## src/hdl/twc_pkg.sv

```systemverilog
// Constants, register map and state types for the two-wire controller
package twc_pkg;
  localparam int unsigned PCLK_HZ = 100_000_000;
  localparam int unsigned STD_HZ = 100_000;
  localparam int unsigned FAST_HZ = 400_000;
  localparam int unsigned CLK_PERIOD_NS = 10;
  localparam int unsigned BACKOFF_NS = 10_000;
  localparam logic [9:0] BACKOFF_CYC = 10'((BACKOFF_NS + CLK_PERIOD_NS - 1) / CLK_PERIOD_NS);
  localparam int unsigned DIV_SUM = PCLK_HZ / (2 * STD_HZ) - 2;
  localparam logic [7:0] DIVH_RST = 8'(DIV_SUM / 2);
  localparam logic [7:0] DIVL_RST = 8'(DIV_SUM - DIV_SUM / 2);
  localparam logic [9:0] DIV_BASE = 10'h002;
  localparam logic [9:0] SYNC_LAG = 10'h002;
  localparam logic [7:0] CFG_RST = 8'h00;
  localparam logic [7:0] BYTE_RST = 8'h00;
  localparam logic [7:0] GCALL_ADDR = 8'h00;
  localparam logic [3:0] BIT_ACK = 4'h8;
  // Configuration bit positions and the status flush bit
  localparam int unsigned CFG_SCLEN = 7;
  localparam int unsigned CFG_LOOP = 6;
  localparam int unsigned CFG_NOBOFF = 5;
  localparam int unsigned CFG_HWGC = 4;
  localparam int unsigned CFG_GC = 3;
  localparam int unsigned CFG_MEN = 1;
  localparam int unsigned CFG_SEN = 0;
  localparam int unsigned STA_FLUSH = 7;
  // Register byte addresses
  localparam logic [11:0] A_CFG = 12'h000;
  localparam logic [11:0] A_DIVH = 12'h004;
  localparam logic [11:0] A_DIVL = 12'h008;
  localparam logic [11:0] A_SRX = 12'h00c;
  localparam logic [11:0] A_STX = 12'h010;
  localparam logic [11:0] A_SSTA = 12'h014;
  localparam logic [11:0] A_ID0 = 12'h018;
  localparam logic [11:0] A_ID1 = 12'h01c;
  localparam logic [11:0] A_ID2 = 12'h020;
  localparam logic [11:0] A_ID3 = 12'h024;
  localparam logic [11:0] A_MRX = 12'h028;
  localparam logic [11:0] A_MTX = 12'h02c;
  localparam logic [11:0] A_MSTA = 12'h030;
  localparam logic [11:0] A_CNT = 12'h034;
  localparam logic [11:0] A_ADR = 12'h038;
  localparam logic [11:0] A_ALT = 12'h03c;

  typedef enum logic [2:0] {
    M_IDLE = 3'h0, M_START = 3'h1, M_LOW = 3'h3, M_HIGH = 3'h2,
    M_STOP = 3'h6, M_STOP2 = 3'h7, M_WAIT = 3'h4
  } twc_mst_t;

  typedef enum logic [2:0] {
    S_IDLE = 3'h0, S_ADDR = 3'h1, S_AACK = 3'h3, S_RX = 3'h2,
    S_RACK = 3'h6, S_TX = 3'h7, S_TACK = 3'h5
  } twc_sst_t;

  typedef struct packed {
    logic [7:0] cfg, divh, divl, cnt, adr, alt;
    logic [3:0][7:0] own;
    logic [7:0] mtx, mrx, stx, srx;
    logic mtx_v, mrx_f, stx_v, srx_f, mflush, sflush;
    logic m_arb, m_nack, m_ovf, m_rxirq, m_txirq;
    logic s_nack, s_ovf, s_rxirq, s_txirq, s_unf;
    logic scl_s1, scl_s2, sda_s1, sda_s2, scl_p, sda_p, bus_busy;
    twc_mst_t mst;
    logic [9:0] div, boff;
    logic [3:0] m_bit;
    logic [7:0] m_sh, left;
    logic m_rd, m_adrph, m_req, m_scl, m_sda, men_p;
    twc_sst_t sst;
    logic [3:0] s_bit;
    logic [7:0] s_sh;
    logic s_rd, s_sda;
    logic [31:0] prdata;
    logic pready, pslverr, scl_oe, sda_oe, line_lo;
  } twc_state_t;
endpackage

```

## src/hdl/twc_ctrl.sv

```systemverilog
// Two-wire bus controller with concurrent master and slave channels and APB registers
//
// Added by the designer: the register addresses and the APB interface to the registers.
`timescale 1ns/1ns
`default_nettype none
// Summary of operation
// - Clock and data pins only pull low; released lines float high.
// - Four own-address registers; a match on any makes the slave respond.
// - START on idle bus, address with direction, data if acked, STOP.
// - Master and slave channels run independently and concurrently.
// - Slave wakes on each START; unaddressed it sleeps until next START.
// - A master that loses arbitration can still be addressed as slave.
// - Master makes the bus clock; standard and fast rates supported.
// - Bus clock equals core clock over twice (2 + high + low divider).
// - Upper seven address bits compared against each own address.
// - Own address bit 0 is ignored in the comparison.
// - Sixteen 8-bit registers program the controller.
// - Read count sets how many bytes a master read takes.
// - Without pending transmit data the target address is sent first.
// - Slave has a separate general call identifier register.
// - Config bit 7 starts or stops master clock generation.
// - Config bit 6 loops transmitted levels back to the receive path.
// - Config bit 5 retries at once after lost arbitration, else backs off.
// - Config bit 4 enables the identifier general call, needs bit 3.
// - Config bit 3 makes the device answer the general call address.
// - Config bit 1 enables the master channel.
// - Config bit 0 enables the slave channel and its address monitor.
module twc_ctrl
  import twc_pkg::*;
(
  input wire logic pclk,
  input wire logic presetn,
  input wire logic psel,
  input wire logic penable,
  input wire logic pwrite,
  input wire logic [11:0] paddr,
  input wire logic [31:0] pwdata,
  output logic [31:0] prdata,
  output logic pready,
  output logic pslverr,
  input wire logic scl_i,
  output logic scl_o,
  output logic scl_oe,
  input wire logic sda_i,
  output logic sda_o,
  output logic sda_oe
);
  twc_state_t q;
  twc_state_t n;
  logic scl_ln, sda_ln, start_c, stop_c, scl_rise, scl_fall;
  logic [9:0] hp, mid;
  logic run, tick, tx_mode, ack_drv, setup, acc, hit, mapped;
  logic [3:0] own_hit;
  logic [7:0] rd_val;

  function automatic logic addr_match(input logic [7:0] a, input logic [7:0] id);
    return a[7:1] == id[7:1];
  endfunction

  // Bits 7..1 of the received byte against each own address
  genvar g;
  generate
    for (g = 0; g < 4; g++) begin : g_own
      assign own_hit[g] = addr_match(q.s_sh, q.own[g]);
    end
  endgenerate

  assign hit = (|own_hit) || (q.cfg[CFG_GC] && q.s_sh == GCALL_ADDR)
    || (q.cfg[CFG_GC] && q.cfg[CFG_HWGC] && addr_match(q.s_sh, q.alt));

  // Loopback sees only our own drive, so software can test without a bus
  assign scl_ln = q.cfg[CFG_LOOP] ? ~q.scl_oe : q.scl_s2;
  assign sda_ln = q.cfg[CFG_LOOP] ? ~q.sda_oe : q.sda_s2;
  assign start_c = q.scl_p && scl_ln && q.sda_p && !sda_ln;
  assign stop_c = q.scl_p && scl_ln && !q.sda_p && sda_ln;
  assign scl_rise = scl_ln && !q.scl_p;
  assign scl_fall = !scl_ln && q.scl_p;

  assign hp = DIV_BASE + {2'b00, q.divh} + {2'b00, q.divl};
  assign mid = hp >> 1;
  // High phases wait for the line so a stretching slave slows us down;
  // the first counts run blind to cover the input synchroniser delay
  assign run = q.cfg[CFG_SCLEN] && !((q.mst == M_HIGH || q.mst == M_STOP2) && !scl_ln
    && q.div >= SYNC_LAG);
  assign tick = run && q.div == hp - 10'h001;
  assign tx_mode = q.m_adrph || !q.m_rd;
  assign ack_drv = (q.left > 8'h01) && !q.mrx_f;

  assign setup = psel && !penable;
  assign acc = psel && penable && q.pready;

  always_comb begin
    mapped = 1'b1;
    case (paddr)
      A_CFG: rd_val = q.cfg;
      A_DIVH: rd_val = q.divh;
      A_DIVL: rd_val = q.divl;
      A_SRX: rd_val = q.srx;
      A_STX: rd_val = BYTE_RST;
      A_SSTA: rd_val = {q.sflush, q.sst != S_IDLE, q.s_nack, q.s_ovf, q.s_rxirq,
                        q.s_txirq, q.s_unf, !q.stx_v};
      A_ID0: rd_val = q.own[0];
      A_ID1: rd_val = q.own[1];
      A_ID2: rd_val = q.own[2];
      A_ID3: rd_val = q.own[3];
      A_MRX: rd_val = q.mrx;
      A_MTX: rd_val = BYTE_RST;
      A_MSTA: rd_val = {q.mflush, q.mst != M_IDLE, q.m_arb, q.m_nack, q.m_ovf,
                        q.m_rxirq, q.m_txirq, !q.mtx_v};
      A_CNT: rd_val = q.cnt;
      A_ADR: rd_val = q.adr;
      A_ALT: rd_val = q.alt;
      default: begin
        rd_val = BYTE_RST;
        mapped = 1'b0;
      end
    endcase
  end

  always_comb begin
    n = q;
    n.scl_s1 = scl_i;
    n.scl_s2 = q.scl_s1;
    n.sda_s1 = sda_i;
    n.sda_s2 = q.sda_s1;
    n.scl_p = scl_ln;
    n.sda_p = sda_ln;
    if (start_c) begin
      n.bus_busy = 1'b1;
    end else if (stop_c) begin
      n.bus_busy = 1'b0;
    end
    // Bus handshake: answer is ready in the first access cycle
    n.pready = setup;
    n.pslverr = setup && !mapped;
    if (setup) begin
      n.prdata = {24'h000000, rd_val};
    end
    // Flag clears come before the channels so a same-cycle event wins
    if (acc && !pwrite && paddr == A_MRX) begin
      n.m_ovf = 1'b0;
      n.m_rxirq = 1'b0;
      n.mrx_f = 1'b0;
    end
    if (acc && !pwrite && paddr == A_SRX) begin
      n.s_ovf = 1'b0;
      n.s_rxirq = 1'b0;
      n.srx_f = 1'b0;
    end
    if (acc && pwrite && paddr == A_MTX) begin
      n.m_txirq = 1'b0;
    end
    if (acc && pwrite && paddr == A_STX) begin
      n.s_txirq = 1'b0;
      n.s_unf = 1'b0;
      n.s_nack = 1'b0;
    end

    // Master channel
    n.men_p = q.cfg[CFG_MEN];
    if (q.cfg[CFG_MEN] && !q.men_p) begin
      n.m_req = 1'b1;
    end
    if (q.mst == M_IDLE || q.mst == M_WAIT || tick) begin
      n.div = 10'h000;
    end else if (run) begin
      n.div = q.div + 10'h001;
    end
    if (!q.cfg[CFG_MEN]) begin
      n.mst = M_IDLE;
      n.m_scl = 1'b0;
      n.m_sda = 1'b0;
      n.m_req = 1'b0;
    end else begin
      case (q.mst)
        M_IDLE: begin
          if (q.m_req && !q.bus_busy) begin
            n.mst = M_START;
            n.m_sda = 1'b1;
            n.m_sh = q.mtx_v ? q.mtx : q.adr;
            n.m_rd = q.mtx_v ? q.mtx[0] : q.adr[0];
            n.mtx_v = 1'b0;
            n.m_adrph = 1'b1;
            n.m_bit = 4'h0;
          end
        end
        M_START: begin
          if (tick) begin
            n.m_scl = 1'b1;
            n.mst = M_LOW;
          end
        end
        M_LOW: begin
          // Data changes mid-way through the low phase, clear of both edges
          if (q.div == mid) begin
            if (q.m_bit < BIT_ACK) begin
              n.m_sda = tx_mode && !q.m_sh[7];
            end else begin
              n.m_sda = !tx_mode && ack_drv;
            end
          end
          if (tick) begin
            n.m_scl = 1'b0;
            n.mst = M_HIGH;
          end
        end
        M_HIGH: begin
          if (tick && q.m_bit < BIT_ACK) begin
            if (tx_mode && !q.m_sda && !sda_ln) begin
              n.m_arb = 1'b1;
              n.m_sda = 1'b0;
              n.mst = M_WAIT;
              n.boff = 10'h000;
            end else begin
              n.m_sh = {q.m_sh[6:0], sda_ln};
              n.m_bit = q.m_bit + 4'h1;
              n.m_scl = 1'b1;
              n.mst = M_LOW;
            end
          end else if (tick) begin
            n.m_bit = 4'h0;
            n.m_scl = 1'b1;
            n.mst = M_LOW;
            n.m_adrph = 1'b0;
            if (tx_mode) begin
              if (sda_ln) begin
                n.m_nack = 1'b1;
                n.mst = M_STOP;
              end else if (q.m_adrph && q.m_rd) begin
                n.left = q.cnt;
                if (q.cnt == BYTE_RST) begin
                  n.mst = M_STOP;
                end
              end else begin
                n.m_txirq = 1'b1;
                if (q.mtx_v) begin
                  n.m_sh = q.mtx;
                  n.mtx_v = 1'b0;
                end else begin
                  n.mst = M_STOP;
                end
              end
            end else begin
              n.mrx = q.m_sh;
              n.m_rxirq = 1'b1;
              n.m_ovf = q.m_ovf || q.mrx_f;
              n.mrx_f = 1'b1;
              n.left = q.left - 8'h01;
              if (!q.m_sda && q.left > 8'h01) begin
                n.m_nack = 1'b1;
              end
              if (q.left <= 8'h01 || !q.m_sda) begin
                n.mst = M_STOP;
              end
            end
          end
        end
        M_STOP: begin
          if (q.div == mid) begin
            n.m_sda = 1'b1;
          end
          if (tick) begin
            n.m_scl = 1'b0;
            n.mst = M_STOP2;
          end
        end
        M_STOP2: begin
          if (tick) begin
            n.m_sda = 1'b0;
            n.mst = M_IDLE;
            n.m_req = 1'b0;
          end
        end
        M_WAIT: begin
          // Request stays pending so the master tries again on a free bus
          if (q.bus_busy) begin
            n.boff = 10'h000;
          end else if (q.cfg[CFG_NOBOFF] || q.boff == BACKOFF_CYC - 10'h001) begin
            n.mst = M_IDLE;
            n.m_arb = 1'b0;
          end else begin
            n.boff = q.boff + 10'h001;
          end
        end
        default: begin
          n.mst = M_IDLE;
          n.m_scl = 1'b0;
          n.m_sda = 1'b0;
        end
      endcase
    end

    // Slave channel, unaffected by the master's state
    if (!q.cfg[CFG_SEN]) begin
      n.sst = S_IDLE;
      n.s_sda = 1'b0;
    end else if (start_c) begin
      n.sst = S_ADDR;
      n.s_bit = 4'h0;
      n.s_sda = 1'b0;
    end else if (stop_c) begin
      n.sst = S_IDLE;
      n.s_sda = 1'b0;
    end else begin
      case (q.sst)
        S_IDLE: n.s_sda = 1'b0;
        S_ADDR, S_RX: begin
          if (scl_rise && q.s_bit < BIT_ACK) begin
            n.s_sh = {q.s_sh[6:0], sda_ln};
            n.s_bit = q.s_bit + 4'h1;
          end else if (scl_fall && q.s_bit == BIT_ACK) begin
            n.s_sda = 1'b1;
            if (q.sst == S_RX) begin
              n.srx = q.s_sh;
              n.s_rxirq = 1'b1;
              n.s_ovf = q.s_ovf || q.srx_f;
              n.srx_f = 1'b1;
              n.sst = S_RACK;
            end else if (hit) begin
              n.s_rd = q.s_sh[0];
              n.sst = S_AACK;
            end else begin
              n.s_sda = 1'b0;
              n.sst = S_IDLE;
            end
          end
        end
        S_AACK, S_TACK: begin
          if (q.sst == S_TACK && scl_rise && sda_ln) begin
            n.sst = S_IDLE;
          end else if (scl_fall) begin
            n.s_bit = 4'h0;
            if (q.sst == S_AACK && !q.s_rd) begin
              n.s_sda = 1'b0;
              n.sst = S_RX;
            end else begin
              // Empty transmit holder repeats the stale byte and flags it
              n.s_sh = q.stx;
              n.s_sda = !q.stx[7];
              n.stx_v = 1'b0;
              n.s_unf = q.s_unf || !q.stx_v;
              n.s_nack = q.s_nack || !q.stx_v;
              n.sst = S_TX;
            end
          end
        end
        S_RACK: begin
          if (scl_fall) begin
            n.s_sda = 1'b0;
            n.s_bit = 4'h0;
            n.sst = S_RX;
          end
        end
        S_TX: begin
          if (scl_rise) begin
            n.s_bit = q.s_bit + 4'h1;
          end else if (scl_fall && q.s_bit == BIT_ACK) begin
            n.s_sda = 1'b0;
            n.s_txirq = 1'b1;
            n.sst = S_TACK;
          end else if (scl_fall) begin
            n.s_sh = {q.s_sh[6:0], 1'b0};
            n.s_sda = !q.s_sh[6];
          end
        end
        default: begin
          n.sst = S_IDLE;
          n.s_sda = 1'b0;
        end
      endcase
    end

    // Register writes last so new transmit data survives a same-cycle load
    if (acc && pwrite) begin
      case (paddr)
        A_CFG: n.cfg = pwdata[7:0];
        A_DIVH: n.divh = pwdata[7:0];
        A_DIVL: n.divl = pwdata[7:0];
        A_STX: begin
          n.stx = pwdata[7:0];
          n.stx_v = 1'b1;
        end
        A_SSTA: n.sflush = pwdata[STA_FLUSH];
        A_ID0: n.own[0] = pwdata[7:0];
        A_ID1: n.own[1] = pwdata[7:0];
        A_ID2: n.own[2] = pwdata[7:0];
        A_ID3: n.own[3] = pwdata[7:0];
        A_MTX: begin
          n.mtx = pwdata[7:0];
          n.mtx_v = 1'b1;
        end
        A_MSTA: n.mflush = pwdata[STA_FLUSH];
        A_CNT: n.cnt = pwdata[7:0];
        A_ADR: n.adr = pwdata[7:0];
        A_ALT: n.alt = pwdata[7:0];
        default: n.cfg = q.cfg;
      endcase
    end
    if (n.mflush) begin
      n.mtx_v = 1'b0;
    end
    if (n.sflush) begin
      n.stx_v = 1'b0;
    end
    n.scl_oe = n.m_scl;
    n.sda_oe = n.m_sda || n.s_sda;
    n.line_lo = 1'b0;
  end

  always_ff @(posedge pclk or negedge presetn) begin
    if (!presetn) begin
      q <= '0;
      q.cfg <= CFG_RST;
      q.divh <= DIVH_RST;
      q.divl <= DIVL_RST;
      q.mst <= M_IDLE;
      q.sst <= S_IDLE;
      q.scl_s1 <= 1'b1;
      q.scl_s2 <= 1'b1;
      q.sda_s1 <= 1'b1;
      q.sda_s2 <= 1'b1;
      q.scl_p <= 1'b1;
      q.sda_p <= 1'b1;
    end else begin
      q <= n;
    end
  end

  assign prdata = q.prdata;
  assign pready = q.pready;
  assign pslverr = q.pslverr;
  assign scl_o = q.line_lo;
  assign sda_o = q.line_lo;
  assign scl_oe = q.scl_oe;
  assign sda_oe = q.sda_oe;

  // Checks
  logic [9:0] lo_cnt;
  always_ff @(posedge pclk or negedge presetn) begin
    if (!presetn) begin
      lo_cnt <= 10'h000;
    end else if (q.mst == M_LOW && q.cfg[CFG_SCLEN]) begin
      lo_cnt <= lo_cnt + 10'h001;
    end else begin
      lo_cnt <= 10'h000;
    end
  end
endmodule
`default_nettype wire

```

## config.mk

```make
export PLATFORM = sky130hd
export DESIGN_NAME = twc_ctrl
export DESIGN_NICKNAME = d
export VERILOG_FILES = /design/src/hdl/twc_pkg.sv /design/src/hdl/twc_ctrl.sv
export SDC_FILE = /design/constraint.sdc
export NUM_CORES = 1
export LEC_CHECK = 0
export BUFFER_PORTS_ARGS = -buffer_cell sky130_fd_sc_hd__buf_2
export CORE_MARGIN = 2
export CORE_UTILIZATION = 40
export CTS_CLUSTER_SIZE = 40
export DETAILED_ROUTE_END_ITERATION = 16
export GPL_TIMING_DRIVEN = 0
export SYNTH_ARGS = -nofsm -noshare
export SYNTH_HDL_FRONTEND = slang
export SYNTH_SLANG_ARGS = --single-unit
```

## constraint.sdc

```tcl
create_clock -name pclk -period 7.4 [get_ports pclk]
set_input_delay 0.37 -clock pclk [delete_from_list [all_inputs] [get_ports pclk]]
set_output_delay 0.37 -clock pclk [all_outputs]
set_load 0.01 [all_outputs]
```

# == After elaboration in Yosys (flattened, before gate mapping) ==
# Index checks and enable logic that the tools add are counted.
# word_totals
wordCells,463
input_bits,51
register_bits,212
# classes
n_eq_ne,84
bitwise_logic,8
order_cmp,5
mux,179
n_addsub,8
reduce_logical,121
# ops
operator,n
$pmux 8 s14,1
$eq 12x6->1 const B,8
$mux 3,31
$mux 1,82
$mux 8,10
$mux 10,6
$mux 12,5
$mux 15,4
$eq 12x5->1 const B,4
$logic_and 1x1->1,39
$mux 2,19
$ne 3x3->1 const B,12
$eq 7x7->1,5
$ne 5x5->1 const B,7
$eq 12x4->1 const B,2
$ne 2x2->1 const B,12
$pmux 12 s2,1
$pmux 8 s3,1
$reduce_and 2->1,12
$reduce_and 8->1,3
$ne 3x2->1 const B,7
$pmux 3 s7,1
$add 10x1->10 const B,2
$logic_not 1->1,20
other kinds (51),111

# == Longest topological paths before layout ==
# Gate-level depths: netlist of the first run.
# logic_depth
ltp_word,15
mapped_depth,18
depth_no_buf,15

# == Worst setup path before layout of the first run ==
# No wires, ideal clock.
# synth_path
path_type,reg2reg
start,register q[215] (netlist bit)
end,register q[143] (netlist bit)
setup_slack_ns,3.309
stages_incl_launch_ff,18
arrival_time_ns,3.966
period_less_slack_ns,4.091
setup_ns,0.125
required_ns,7.275
n_path_buf,2
path_cell_list,dfrtp_1 inv_1 ha_1 inv_1 ha_1 fa_1 xor2_2 a2111oi_4 o22ai_2 a211oi_4 and2_1 a311oi_1 nor4b_4 and3_1 buf_4 nand2_2 buf_6 mux2_4
# synth_between
elab_chain_len,7
# synth_lines
item,line_no,source
"start, declared",twc_ctrl.sv:48,twc_state_t q;
"start signal, assigned",twc_ctrl.sv:425,q <= n;
$add 9x8->10 *,twc_ctrl.sv:79,"assign hp = DIV_BASE + {2'b00, q.divh} + {2'b00, q.divl};"
$sub 10x1->10 *,twc_ctrl.sv:85,assign tick = run && q.div == hp - 10'h001;
$eq 10x10->1 *,twc_ctrl.sv:85,
$logic_and 1x1->1 *,twc_ctrl.sv:85,
$logic_and 1x1->1,twc_ctrl.sv:208,if (tick && q.m_bit < BIT_ACK) begin
$not 1->1 (no source line),-,
$reduce_and 5->1 (no source line) *,-,
# Every way passes the cells marked *; elsewhere a longest branch is shown, timed or not.
# A chain may end at the register's enable or synchronous reset.

# == Worst setup path in the final report of the first run ==
# layout_path
start,register q[215] (netlist bit)
end,register q[74] (netlist bit)
# layout_between
elab_chain_len,7
# layout_lines
item,line_no
$add 9x8->10 *,twc_ctrl.sv:79
$sub 10x1->10 *,twc_ctrl.sv:85
$eq 10x10->1 *,twc_ctrl.sv:85
$logic_and 1x1->1 *,twc_ctrl.sv:85
$logic_and 1x1->1,twc_ctrl.sv:208
"$ne 3x3->1 (no source line), or another cell as far along",-
$reduce_and 9->1 (no source line) / $pmux 12 s2 (equally long branches),-
# Marks and branches as above.

==> results.py, run 1 <==
metrics = {
    "power": {
        "power_w": 0.00258,
        "p_leak_nw": 6.45,
        "max-vdd-ir-drop_mv": 0.155,
        "powerDensity_nw_per_um2": 187,
    },
    "routing": {
        "wirelength_um": 34600,
        "num_vias": 9682,
        "wl_per_cell_um": 20.3,
        "drtIter0Drc": 871,
        "drc_errors": 0,
        "drt.antenna.violating_nets": 0,
        "drtPass1Iterations": 5,
        "vias_per_cell": 5.68,
    },
    "yosys": {
        "postSynthCellCount": 1199,
        "synth_edf_count": 0,
        "async_flop_share_pct": 100,
        "syn-mean-instance-area_um2": 10.1,
        "synth_area_leader_cell": "dfrtp_1",
        "synth_area_um2": 12100,
        "synth_ff_type": "dfrtp_1",
        "synth_cell_types": 84,
        "yosys_warnings": 0,
        "synth_area_leaders": "dfrtp_1, mux2_2, dfstp_2, nand2_1, nor2_1",
        "synth_top_area_share_pct": 40.2,
        "synth_seq_area_share_pct": 44.2,
        "yosys_register_bits": 212,
    },
    "setup_path": {
        "path_cells": "inv_1 -> ha_1 -> inv_1 -> ha_1 -> fa_1 -> xor2_2 -> a2111oi_4 -> o22ai_2 -> a211oi_4 -> and2_1 -> a311oi_1 -> nor4b_4 -> o21ai_1 -> a31oi_4 -> mux2_2",
        "crit_path_max_incr_delay_ps": 590,
        "worstPathMaxFanout": 8,
        "arrival_ps": 5250,
        "rr_worst_depth": 15,
        "worstSetupPathType": "reg -> reg",
        "crit_slowest_cell": "nor4b_4",
        "start_kind": "flip-flop",
        "end_kind": "flip-flop",
        "timing.reg2reg.setup_slack_ps": 2560,
        "crit_required_ps": 7810,
    },
    "floorplan": {
        "die_x_um": 178,
        "dieArea_um2": 31600,
        "die_h_um": 178,
        "pin_count": 89,
        "start_util_pct": 40.7,
        "coreArea_um2": 29600,
        "rows": 63,
    },
    "sta": {
        "max_freq_ghz": 0.207,
        "maxSlewHeadroom_pct": 4.13,
        "grt_setup_unrepaired": "no",
        "worst_clock_skew_ps": 9.59,
        "period_needed_ps": 4840,
        "tightest_slew_ps": 1430,
        "setup_viol": 0,
        "tns_ps": 0,
        "post-route-period-util_pct": 65.4,
        "hold_viol_final": 0,
        "whs_ps": 119,
        "drv_slew": 0,
    },
    "placed_design": {
        "numPortBuffers": 38,
        "dpl.hpwl_um": 24700,
        "place_area_um2": 12900,
        "placed_cells": 1653,
        "gp_congestion": 0.918,
    },
    "clocking": {
        "cts_tree": "yes",
        "cts_resized": 0,
        "cts_root_buffer": "clkbuf_16",
        "cts_buffers": 26,
        "clk-insertion-delay-late_ps": 540,
        "clock_sinks": 212,
        "htreeDepth": 1,
        "post-cts-setup-buffer-count": 0,
        "clkTransAtPathRegs_ps": 60,
        "cts_hold_buf": 3,
        "clockBufferDepth": 3,
    },
    "final_layout": {
        "final_cell_area_um2": 13800,
        "areaGrowthSynthToFinish_pct": 14.3,
        "drive_above_1_share_pct": 21.6,
        "nNetsFinal": 1370,
        "multi_input_area_um2": 6210,
        "nFillCells": 2828,
        "seq_area_um2": 5330,
        "diodes": 0,
        "final_cells": 1704,
    },
    "global_routing": {
        "grt_pass1_vias": 9231,
        "grt_max_degree": 113,
        "overflow": 0,
        "grt_pass1_wl_um": 53900,
        "grt_usage_pct": 22.1,
        "antenna_found_initial": 0,
    },
    "min_path": {
        "min_path_cells": 2,
        "hold_class": "in -> reg",
    },
    "run_status": {
        "outcome": "completed",
    },
    "job": {
        "maxCapViolCount": 0,
    },
}
registers in the layout, summed over array words and instances (netlist names):
name	cells
sda_oe	1
prdata	8
q	197
pslverr	1
pready	1
n	3
scl_oe	1
Yosys cell counts (all sizes together), types with 9 or more instances:
cell type / count
clkbuf: 52
dfstp: 18
nor4: 16
nand3: 46
nor3: 30
inv: 33
ha: 24
nand2: 106
buf: 40
dfrtp: 194
nor2: 96
a21oi: 55
nand2b: 9
and3: 10
o21ai: 43
a31oi: 11
xnor2: 35
a22oi: 43
xor2: 35
o22a: 10
mux2i: 15
mux2: 123
nand4: 19
critical path: cells and delay by family (launching register included):
kind / cells / cell delay (ps)
fa+ha+maj: 3 / 1010
buf+inv: 2 / 110
simple gates: 2 / 760
flops: 1 / 410
mux: 1 / 390
compound gates: 6 / 1780
xor+xnor: 1 / 260
power by group:
part	leakage, nW	switching [W]	internal [W]	total [W]
Combinational	3.20	0.0000702	0.0000369	0.000107
Clock	0.434	0.000516	0.000777	0.00129
Sequential	2.82	0.00000727	0.00117	0.00118
final cells by class:
| cell class | count | area share, % |
|---|---|---|
| clock inverters | 13 | 0.935 |
| repair buffers | 42 | 1.87 |
| well taps | 390 | 3.54 |
| plain buffers | 92 | 3.58 |
| flip-flops and latches | 212 | 38.6 |
| clock buffers | 35 | 5.41 |
| inverters | 35 | 0.953 |
| multi-input cells | 885 | 45.1 |
layout by cell type (no fill, tap or decap), types with 8 or more instances in the layout:
| cell type | n |
|---|---|
| and3_1 | 10 |
| ha_1 | 24 |
| clkbuf_1 | 56 |
| dfstp_2 | 18 |
| xor2_1 | 34 |
| buf_2 | 39 |
| nand2b_1 | 9 |
| o22a_1 | 10 |
| nand3_1 | 46 |
| a22oi_1 | 43 |
| conb_1 | 26 |
| buf_4 | 35 |
| a21oi_1 | 55 |
| a31oi_1 | 10 |
| mux2_2 | 116 |
| clkbuf_16 | 27 |
| nor4_1 | 16 |
| xnor2_1 | 35 |
| inv_1 | 33 |
| nor2_1 | 96 |
| nand2_1 | 105 |
| mux2i_1 | 15 |
| a21o_1 | 8 |
| nand4_1 | 19 |
| nor3_1 | 28 |
| dfrtp_1 | 194 |
| o21ai_0 | 42 |
stage by stage:
stage	utilization [%]	setup slack [ps]
floorplan	-	3310
global placement	43.3	2160
detailed placement	43.4	2640
CTS	46.5	2600
global route	46.5	2300
finish	46.5	2560
layer usage:
metal | vias up | track usage (%) | routed length, um
met1 | 4788 | 30.6 | 15100
met5 | - | 0 | 0
met4 | 0 | 7.51 | 1310
met2 | 351 | 34.4 | 15700
li1 | 4469 | - | -
met3 | 74 | 4.43 | 2500
worst paths after layout:
path | start | endpoint
min in group asynchronous | presetn | q[99]$_DFFE_PN0P_
hold / removal | pwdata[5] | q[187]$_DFFE_PN0P_
setup reg to reg | q[215]$_DFFE_PN0P_ | q[74]$_DFFE_PN0P_
hold reg to reg | n[108]$_DFF_PN1_ | q[108]$_DFF_PN1_
setup / recovery | q[215]$_DFFE_PN0P_ | q[74]$_DFFE_PN0P_
max in group asynchronous | presetn | q[154]$_DFFE_PN0P_
logic make-up after synthesis:
group	count (synthesis)	share of synthesized area (%)
AOI/OAI and AO/OA	245	14.4
xor gates and xnor gates	71	5.33
adders and majority gates	25	2.66
buffers and inverters	127	5.19
DFF	212	44.2
muxes	138	12.9
other	1	0.0311
and+or+nand+nor	380	15.3
Note: power is estimated with default switching activity, not from simulation.
==> run 2, diff against run 1 <==
==> constraint.sdc (replaced) <==
create_clock -name pclk -period 4.4 [get_ports pclk]
set_input_delay 0.22 -clock pclk [delete_from_list [all_inputs] [get_ports pclk]]
set_output_delay 0.22 -clock pclk [all_outputs]
set_load 0.01 [all_outputs]
==> run 2 against run 1 <==
Clock power grew 68%; worst hold slack worse by 72 ps; global-route usage increased by 0.23 points; register-to-register slack worse by 2400 ps; critical path type unchanged; clock skew hardly changed; fmax up 14%; first-iteration DRC count shrank 5.6%; core utilization increased by 1.0 points; final cell count increased by 1.3%; sequential power is 68% higher; die area unchanged.
==> results.py, run 2 (same netlist as run 1, synthesis figures left out) <==
metrics = {
    "final_layout": {
        "diodes": 0,
        "nNetsFinal": 1393,
        "areaGrowthSynthToFinish_pct": 16.8,
        "drive_above_1_share_pct": 23.3,
        "final_common_cell": "dfrtp_1",
        "fin_util_pct": 47.5,
        "top_register": "q",
        "nFillCells": 2789,
        "multi_input_area_um2": 6290,
        "largest_reg_flops": 197,
        "seq_area_um2": 5330,
        "final_cell_mix": "dfrtp_1, mux2_2, nand2_1",
        "final_cell_area_um2": 14100,
        "final_cells": 1727,
    },
    "routing": {
        "wl_per_cell_um": 20.3,
        "drc_errors": 0,
        "drtIter0Drc": 822,
        "drt.antenna.violating_nets": 0,
        "num_vias": 9800,
        "vias_per_cell": 5.67,
        "drtPass1Iterations": 7,
        "wirelength_um": 35100,
    },
    "clocking": {
        "cts_root_buffer": "clkbuf_16",
        "clkTransAtPathRegs_ps": 60,
        "htreeDepth": 1,
        "cts_buffers": 26,
        "cts_tree": "yes",
        "clock_sinks": 212,
        "clk-insertion-delay-late_ps": 540,
        "clockBufferDepth": 3,
    },
    "sta": {
        "period_needed_ps": 4260,
        "grt_setup_unrepaired": "yes",
        "worst_clock_skew_ps": 9.15,
        "hold_viol_final": 0,
        "tightest_slew_ps": 1360,
        "maxSlewHeadroom_pct": 8.40,
        "max_freq_ghz": 0.235,
        "setup_viol": 0,
        "tns_ps": 0,
        "drv_slew": 0,
        "post-route-period-util_pct": 96.7,
        "whs_ps": 46.8,
    },
    "floorplan": {
        "coreArea_um2": 29600,
        "die_x_um": 178,
        "start_util_pct": 40.7,
        "die_h_um": 178,
        "dieArea_um2": 31600,
        "pin_count": 89,
        "rows": 63,
    },
    "global_routing": {
        "grt_usage_pct": 22.3,
        "grt_pass1_wl_um": 54400,
        "antenna_found_initial": 0,
        "grt_max_degree": 113,
        "overflow": 0,
        "grt_pass1_vias": 9337,
    },
    "min_path": {
        "min_to": "q[189]$_DFFE_PN0P_",
        "min_from": "pwdata[7]",
        "hold_class": "in -> reg",
        "min_path_cells": 2,
    },
    "placed_design": {
        "numPortBuffers": 38,
        "dpl.hpwl_um": 24700,
        "placed_cells": 1653,
        "gp_congestion": 0.918,
        "place_area_um2": 12900,
    },
    "setup_path": {
        "end_kind": "flip-flop",
        "r2r_end": "q[102]$_DFFE_PN0P_",
        "worstPathMaxFanout": 10,
        "start_kind": "flip-flop",
        "arrival_ps": 4720,
        "r2r_start": "q[217]$_DFFE_PN1P_",
        "worstSetupPathType": "reg -> reg",
        "timing.reg2reg.setup_slack_ps": 140,
        "crit_required_ps": 4870,
        "rr_worst_depth": 14,
        "crit_path_start": "q[217]$_DFFE_PN1P_",
    },
    "power": {
        "p_sw_w": 0.00100,
        "powerDensity_nw_per_um2": 308,
        "p_leak_nw": 6.58,
        "clkPwrFrac_pct": 50.1,
        "p_int_w": 0.00334,
        "max-vdd-ir-drop_mv": 0.261,
        "seqPwrFrac_pct": 45.6,
        "p_comb_share_pct": 4.3,
        "p_sw_share_pct": 23.0,
    },
    "run_status": {
        "outcome": "completed",
    },
    "job": {
        "maxCapViolCount": 0,
    },
}
[run 2: changes by cell type in the layout (fill, tap and decap cells not counted), moves of 2 or more]
cell,delta
buf_4,+11
dlygate4sd3_1,+9
clkbuf_1,-3
ha_1,-3
ha_2,+3
buf_12,+2
buf_2,+2
[run 2: cell type report]
cell class	count	area share [%]
Buffer	89	3.43
Clock buffer	35	5.29
Clock inverter	13	0.915
Inverter	35	0.933
Multi-Input combinational cell	885	44.6
Sequential cell	212	37.8
Tap cell	390	3.46
Timing Repair Buffer	68	3.50
[run 2: power groups by stage]
| stage | Sequential, W | Clock [W] | Combinational [W] |
|---|---|---|---|
| floorplan | 0.00201 | 0 | 0.0000837 |
| global placement | 0.00201 | 0 | 0.000174 |
| detailed placement | 0.00201 | 0 | 0.000179 |
| CTS | 0.00198 | 0.00221 | 0.000188 |
| global route | 0.00198 | 0.00229 | 0.000207 |
| finish | 0.00198 | 0.00217 | 0.000187 |
[run 2: worst max-delay path by stage]
stage | to | slack (ps) | depth (start not counted)
final | q[102]$_DFFE_PN0P_ | 140 | 14
after global routing | q[102]$_DFFE_PN0P_ | -50 | 14
after CTS | q[102]$_DFFE_PN0P_ | 4 | 17
after detailed placement | q[74]$_DFFE_PN0P_ | -360 | 15
after global placement | q[114]$_DFF_PN0_ | -690 | 1
after floorplan | q[143]$_DFFE_PN0P_ | 310 | 17
[run 2: what timing repair did]
action,CTS,global route
pin swaps,9,10
setup buffers,7,8
setup endpoints to repair,47,44
gates resized for setup,9,10
gates cloned,0,0
hold endpoints to repair,105,0
hold buffers,12,0
[run 2: critical path, cell delays in order, from the launching register on]
cell and delay (ps):
dfstp_2 570, ha_1 250, ha_2 440, a21oi_1 180
a2111oi_4 450, o22ai_2 180, a211oi_4 300, a21oi_1 100
nand3b_1 210, nor4b_4 460, buf_4 220, buf_6 140
nand2_1 70, a2111oi_2 410, o2111a_1 210
[run 2: layer usage]
| metal | up-vias | global-route usage [%] | wire length [um] |
|---|---|---|---|
| li1 | 4518 | - | - |
| met4 | 0 | 7.72 | 1360 |
| met2 | 355 | 34.9 | 16000 |
| met1 | 4847 | 30.9 | 15500 |
| met5 | - | 0 | 0 |
| met3 | 80 | 4.26 | 2190 |
[run 2: metrics by stage]
stage | total power, W | setup slack (ps)
floorplan | 0.00209 | 309
global placement | 0.00219 | -686
detailed placement | 0.00219 | -355
CTS | 0.00438 | 3.92
global route | 0.00447 | -50.0
finish | 0.00434 | 143
